## src/inc/smx_pkg.sv

```systemverilog
package smx_pkg;
    // =========================================================================
    // Scan sequence layout.
    // =========================================================================
    localparam int          NUM_CHANNELS   = 32;           // Input channel paths.
    localparam int          SEL_W          = 6;            // Selector width.
    localparam logic [5:0]  SEL_CJ         = 6'h20;        // Cold-junction slot.
    localparam logic [5:0]  SEL_RESET      = 6'h00;        // Selector after reset.
    localparam logic [5:0]  SEL_LAST       = 6'h20;        // Last slot of the scan.
    // =========================================================================
    // Serial word layout.
    // =========================================================================
    localparam int          WORD_W         = 8;            // Bits per serial word.
    localparam logic [7:0]  MODULE_ADDR    = 8'h01;        // Our address, arbitrary.
    localparam logic [7:0]  CMD_GAIN_LO    = 8'h00;        // Gains of channels 0..7.
    localparam logic [7:0]  CMD_GAIN_LAST  = 8'h03;        // Gains of channels 24..31.
    localparam logic [7:0]  CMD_SEL_READ   = 8'h04;        // Load selector for readback.
    localparam logic [31:0] GAIN_RESET     = 32'h00000000; // All channels at gain 1.
    localparam logic [2:0]  BIT_CNT_RESET  = 3'h0;         // Bit counter after reset.
    // Gain codes for one channel.
    typedef enum logic
    {
        SMX_GAIN_1,
        SMX_GAIN_100
    } smx_gain_e;
endpackage

```

## src/inc/smx_edge_if.sv

```systemverilog
`timescale 1ns/1ps
// Carries synchronised levels and edge pulses of the link lines.
interface smx_edge_if;
    logic scan_rise;    // Scan advance clock rose.
    logic sclk_rise;    // Serial clock rose.
    logic sclk_fall;    // Serial clock fell.
    logic mosi;         // Synchronised serial input.
    logic da_sel;       // Synchronised data/address select.
    logic slot_sel_n;   // Synchronised controller slot select.
    modport sync (output scan_rise, output sclk_rise, output sclk_fall,
                  output mosi, output da_sel, output slot_sel_n);
    modport core (input scan_rise, input sclk_rise, input sclk_fall,
                  input mosi, input da_sel, input slot_sel_n);
endinterface

```

## src/rtl/smx_scan_port.sv

```systemverilog
`timescale 1ns/1ps
// Function
// - Route 32 channels and sensor, one at a time.
// - Scan clock rising edge steps the multiplexer.
// - Module drives serial output line with its data.
// - Select line marks address or data bits.
// - Each path filtered, multiplexed out, then amplified.
// - Per-channel gain 1 or 100, applied when scanned.
module smx_scan_port
#(
    parameter int NUM_CH = smx_pkg::NUM_CHANNELS
)
(
    input  wire logic              core_clk,
    input  wire logic              rstn,
    input  wire logic              scan_advance_clock,
    input  wire logic              serial_shift_clock,
    input  wire logic              serial_input_line,
    input  wire logic              data_or_address_select,
    input  wire logic              controller_slot_select_n,
    output logic                   serial_output_line,
    output logic [NUM_CH-1:0]      channel_select_onehot,
    output logic                   cold_junction_select,
    output logic                   gain_100_select,
    output logic [smx_pkg::SEL_W-1:0] mux_index
);
    // =========================================================================
    // Synchronised link lines.
    // =========================================================================
    smx_edge_if edges ();   // Edges and levels from the link.
    // The link lines all cross into core_clk here; nothing else reads the pins.
    smx_link_sync u_sync
    (
        .core_clk                 (core_clk),
        .rstn                     (rstn),
        .scan_advance_clock       (scan_advance_clock),
        .serial_shift_clock       (serial_shift_clock),
        .serial_input_line        (serial_input_line),
        .data_or_address_select   (data_or_address_select),
        .controller_slot_select_n (controller_slot_select_n),
        .edges                    (edges)
    );
    // =========================================================================
    // State.
    // =========================================================================
    typedef struct packed
    {
        logic [smx_pkg::SEL_W-1:0]  sel;       // Present scan slot.
        logic [NUM_CH-1:0]          gain;      // One gain bit per channel.
        logic [smx_pkg::WORD_W-1:0] shift_in;  // Incoming bits.
        logic [smx_pkg::WORD_W-1:0] shift_out; // Outgoing bits.
        logic [2:0]                 bit_cnt;   // Bits taken in the word.
        logic                       addressed; // This module was addressed.
        logic [smx_pkg::WORD_W-1:0] cmd;       // Last command word.
        logic                       have_cmd;  // Command awaits its data word.
        logic                       miso;      // Serial output bit.
    } smx_core_s;
    smx_core_s st_q;        // Registered state.
    smx_core_s st_d;        // Next state.
    logic [smx_pkg::WORD_W-1:0] word_next;     // Word with the bit just taken.
    logic [1:0]                 gain_grp;      // Gain byte addressed by a command.
    // Next state for scanning and the serial port.
    always_comb
    begin
        st_d      = st_q;
        word_next = {st_q.shift_in[smx_pkg::WORD_W-2:0], edges.mosi};
        gain_grp  = st_q.cmd[1:0];
        // Step the multiplexer after each sample, wrapping after the sensor.
        if (edges.scan_rise)
        begin
            if (st_q.sel == smx_pkg::SEL_LAST)
            begin
                st_d.sel = smx_pkg::SEL_RESET;
            end
            else
            begin
                st_d.sel = st_q.sel + 6'h01;
            end
        end
        // Traffic meant for slot 0 is ignored and restarts word framing.
        if (!edges.slot_sel_n)
        begin
            st_d.bit_cnt = smx_pkg::BIT_CNT_RESET;
        end
        else if (edges.sclk_rise)
        begin
            st_d.shift_in = word_next;
            st_d.bit_cnt  = st_q.bit_cnt + 3'h1;
            if (st_q.bit_cnt == 3'h7)
            begin
                // A full word: address words pick the module, data words act.
                if (!edges.da_sel)
                begin
                    st_d.addressed = (word_next == smx_pkg::MODULE_ADDR);
                    st_d.have_cmd  = 1'b0;
                end
                else if (st_q.addressed && !st_q.have_cmd)
                begin
                    st_d.cmd      = word_next;
                    st_d.have_cmd = (word_next <= smx_pkg::CMD_GAIN_LAST);
                    if (word_next == smx_pkg::CMD_SEL_READ)
                    begin
                        st_d.shift_out = {2'h0, st_q.sel};
                    end
                end
                else if (st_q.addressed)
                begin
                    // Data word stores eight channel gains.
                    st_d.gain[gain_grp*8 +: 8] = word_next;
                    st_d.have_cmd              = 1'b0;
                end
            end
        end
        // Drive the next outgoing bit on the falling edge.
        if (edges.slot_sel_n && edges.sclk_fall && st_q.addressed)
        begin
            st_d.miso      = st_q.shift_out[smx_pkg::WORD_W-1];
            st_d.shift_out = {st_q.shift_out[smx_pkg::WORD_W-2:0], 1'b0};
        end
    end
    // Register the state.
    always_ff @(posedge core_clk or negedge rstn)
    begin
        if (!rstn)
        begin
            st_q <= '{sel: smx_pkg::SEL_RESET, gain: smx_pkg::GAIN_RESET,
                      shift_in: 8'h00, shift_out: 8'h00,
                      bit_cnt: smx_pkg::BIT_CNT_RESET, addressed: 1'b0,
                      cmd: 8'h00, have_cmd: 1'b0, miso: 1'b0};
        end
        else
        begin
            st_q <= st_d;
        end
    end
    // =========================================================================
    // Analog switch controls, one select per channel path.
    // =========================================================================
    genvar gi;
    generate
        for (gi = 0; gi < NUM_CH; gi++)
        begin : g_sel
            // Each path's switch closes only in its own slot.
            assign channel_select_onehot[gi] = (st_q.sel == 6'(gi));
        end
    endgenerate
    assign cold_junction_select = (st_q.sel == smx_pkg::SEL_CJ);
    // Gain of the channel in the scan slot; the sensor always uses gain 1.
    assign gain_100_select = (st_q.sel[5] == 1'b0) && st_q.gain[st_q.sel[4:0]];
    assign mux_index          = st_q.sel;
    assign serial_output_line = st_q.miso;
endmodule // smx_scan_port

```

## src/rtl/smx_link_sync.sv

```systemverilog
`timescale 1ns/1ps
// Two-stage synchronisers for the link lines, plus edge finders on the clocks.
module smx_link_sync
(
    input  wire logic core_clk,
    input  wire logic rstn,
    input  wire logic scan_advance_clock,
    input  wire logic serial_shift_clock,
    input  wire logic serial_input_line,
    input  wire logic data_or_address_select,
    input  wire logic controller_slot_select_n,
    smx_edge_if.sync  edges
);
    // =========================================================================
    // State.
    // =========================================================================
    typedef struct packed
    {
        logic [4:0] s1;     // First stage, read only by the second stage.
        logic [4:0] s2;     // Second stage, safe to use.
        logic [1:0] prev;   // Previous second-stage value of both clocks.
    } smx_sync_s;
    smx_sync_s st_q;        // Registered state.
    smx_sync_s st_d;        // Next state.
    // Next state: shift the pins through both stages.
    always_comb
    begin
        st_d      = st_q;
        st_d.s1   = {controller_slot_select_n, data_or_address_select,
                     serial_input_line, serial_shift_clock, scan_advance_clock};
        st_d.s2   = st_q.s1;
        st_d.prev = st_q.s2[1:0];
    end
    // Register the state; slot select idles high.
    always_ff @(posedge core_clk or negedge rstn)
    begin
        if (!rstn)
        begin
            st_q <= '{s1: 5'h10, s2: 5'h10, prev: 2'h0};
        end
        else
        begin
            st_q <= st_d;
        end
    end
    // Edge pulses and levels from the second stage only.
    assign edges.scan_rise  = st_q.s2[0] & ~st_q.prev[0];
    assign edges.sclk_rise  = st_q.s2[1] & ~st_q.prev[1];
    assign edges.sclk_fall  = ~st_q.s2[1] & st_q.prev[1];
    assign edges.mosi       = st_q.s2[2];
    assign edges.da_sel     = st_q.s2[3];
    assign edges.slot_sel_n = st_q.s2[4];
endmodule // smx_link_sync

```

## config.mk

```make
export PLATFORM = sky130hd
export DESIGN_NAME = smx_scan_port
export DESIGN_NICKNAME = d
export VERILOG_FILES = /design/src/inc/smx_pkg.sv /design/src/inc/smx_edge_if.sv /design/src/rtl/smx_scan_port.sv /design/src/rtl/smx_link_sync.sv
export SDC_FILE = /design/constraint.sdc
export NUM_CORES = 1
export LEC_CHECK = 0
export BUFFER_PORTS_ARGS = -buffer_cell sky130_fd_sc_hd__buf_2
export CELL_PAD_IN_SITES_DETAIL_PLACEMENT = 1
export CELL_PAD_IN_SITES_GLOBAL_PLACEMENT = 1
export CORE_MARGIN = 2
export CORE_UTILIZATION = 40
export DETAILED_ROUTE_END_ITERATION = 12
export GPL_TIMING_DRIVEN = 0
export PLACE_DENSITY = 0.86
export SYNTH_ARGS = -nofsm -noshare
export SYNTH_HDL_FRONTEND = slang
export SYNTH_HIERARCHICAL = 1
export SYNTH_SLANG_ARGS = --single-unit
```

## constraint.sdc

```tcl
create_clock -name core_clk -period 1.79 [get_ports core_clk]
set_input_delay 0 -clock core_clk [delete_from_list [all_inputs] [get_ports core_clk]]
set_output_delay 0 -clock core_clk [all_outputs]
set_load 0.02 [all_outputs]
```

==> out/results.ini <==
[run_status]
status=complete, but fails checks
failed_checks=negative setup slack

[sta]
finalClockSkew_ps=9.87
tightest_slew_ps=911
setup_violations=22
fin_ws_ps=-344
fmax_mhz=469
hold_viol=0
finalHoldWorstSlack_ps=283
rsz0062_at_grt=yes
slew-limit-headroom=0.393
min_period_ps=2130
post-route-period-util=1.19
final-max-slew-violation-count=0

[critical_path]
start_kind=flop
cp.arrival_ps=2130
crit_type=flop to output pin
worstPathRequired_ps=1790
cp_max_fo=5
critPathCaptureType=output pin

[clocking]
cts-buffers-inserted=9
cts_root_buf=clkbuf_8
max-clock-path-buffers=2
cts.sinks=73
htree_levels=3
cts_tree=done
clk_pin_slew_ps=80
clock_latency_ps=350

[yosys]
synthXorXnorAreaFrac=0.00988
syn-num-nets=373
synth_top_flop_cell=dfrtp_1
ys_ff_latch=73
synth_top_area_frac=0.501
syn_inst=355
synth.area.mux_share=0.0995
synthSimpleGateAreaFrac=0.197
synth_top_family_by_area=simple AND/OR/NAND/NOR gates
synth-seq-area-share=0.516
synth_fa_ha_area_frac=0.0388
synth_compound_gate_area_share=0.0977
ys_types=40
synth.avg_cell_area_sq_um=9.99
synth-edff-count=0
yosys.area.top_type=dfrtp_1
ys_warn_count=6
async_flop_share=1.00
synth_area_sq_um=3550
synth_area_leaders=dfrtp_1, nand2_1, o21ai_0

[finish]
antenna_cells=0
area_growth_pct=29.8
layout.cells.non_filler=552
final_common_cell=nand2_1
layout_common_cells=nand2_1, dfrtp_1, buf_2
drive_above_1_share=0.347
final_core_util=0.530
nNetsFinal=457

[die]
core_sq_um=8680
die_area_sq_um=9640
fp-row-count=34
die_x_um=98.2
ioPinCount=48
initial_core_util=0.409
die_y_um=98.2

[detailed_routing]
via_count=3070
drt-total-wl_um=10800
ant_nets=0
routed_via_density=5.56
wl_per_cell_um=19.5
drcViolationCount=0
firstDrtPassIters=4
drtIter0Drc=170

[power_and_ir_drop]
vdd.ir_drop.worst_mv=0.398
power.density_nw_per_um2=1120
p_leak_nw=2.14
power.total_mw=5.17

[grt]
grt-ovfl-total=0
grt_pass1_wl_um=16000
grt_usage=0.211
grt_pass1_vias=3144
antenna_found_initial=0
grt_max_degree=74

[placed_design]
hpwl_um=6040
pre_cts_slack_ps=-412
place_inst=510
gp_congestion=0.799
io_buffers=47

[hold_path]
min_path_type=input pin to flop

[run]
cap_violations=0

[sequential cells by signal, summed over array words and instances (netlist names)]
signal and count:
u_sync/edges.mosi 1, u_sync/st_q 2, u_sync/edges.slot_sel_n 1, serial_output_line 1, st_q 52, mux_index 6
gain_grp 2, u_sync/edges.da_sel 1, u_sync/st_d 7
[logic make-up (layout without fill, tap and decap cells)]
kind of cell / count (synthesis) / in the layout
AO/OA/AOI/OAI: 57 / 57
XOR/XNOR: 4 / 4
buffers and inverters: 33 / 122
AND/OR/NAND/NOR: 153 / 153
flip-flops: 73 / 73
multiplexers: 24 / 24
adder cells (fa/ha/maj): 11 / 11
[layer usage]
layer	part of all wire	up-vias	global-route usage
met5	0	-	0
met4	0.036	0	0.0854
met3	0.056	40	0.0565
met2	0.51	117	0.370
met1	0.40	1536	0.244
li1	-	1377	-
[area by class of cell]
class	instances	area (sq um)
buffer	17	136
inverter	10	41.3
fill	992	4080
clock buffer	12	155
timing repair buffer	79	503
tap	108	135
multi-input combinational	249	1700
sequential	73	1840
clock inverter	4	98.8
[critical path, stage by stage (launching register included)]
cell and delay (ps):
dfrtp_1 380, buf_8 140, mux4_2 550, mux2i_2 210, mux2i_1 120, o211a_1 250
buf_6 140
[cell usage after synthesis (5+ instances only)]
master,number
mux2_2,10
nor2_1,36
nand2b_1,5
a211oi_1,5
nor3_1,5
a221o_1,5
mux4_2,8
dfrtp_1,71
nand4_1,7
mux2i_1,6
nor2b_1,5
o21ai_0,38
inv_1,10
buf_4,6
ha_1,11
clkbuf_1,13
nand2_1,80
[worst paths after layout]
check	slack [ps]	cells after the start	endpoint	startpoint
setup / recovery	-340	6	gain_100_select	mux_index[0]
hold / removal	280	2	u_sync/st_d[6]	controller_slot_select_n
setup reg to reg	-210	7	st_q[18]	st_q[11]
hold reg to reg	350	0	u_sync/edges.mosi	u_sync/st_d[4]
max in group asynchronous	830	2	mux_index[1]	rstn
min in group asynchronous	330	2	u_sync/edges.da_sel	rstn
[timing repair]
| action | 4_1_cts | 5_1_grt |
|---|---|---|
| setup buffers | 17 | 8 |
| cloned | 0 | 1 |
| hold buffers | 6 | 0 |
| endpoints found under the hold margin | 76 | 0 |
| gates resized for setup | 39 | 18 |
| pin swaps | 8 | 9 |
| setup endpoints to repair | 78 | 72 |
[where the power goes]
group,internal (mW),total (mW),switching [mW],leakage (nW)
combinational,0.622,1.56,0.937,1.05
sequential,1.78,1.98,0.200,0.963
clock,1.01,1.62,0.618,0.127
[stage by stage]
step,TNS [ps],instance area (sq um)
after floorplan,-18.4,3570
after global placement,-6590,3940
after detailed placement,-10380,3940
after CTS,-1290,4490
after global routing,-4850,4600
final,-2090,4600
(Power assumes the default switching activity.)
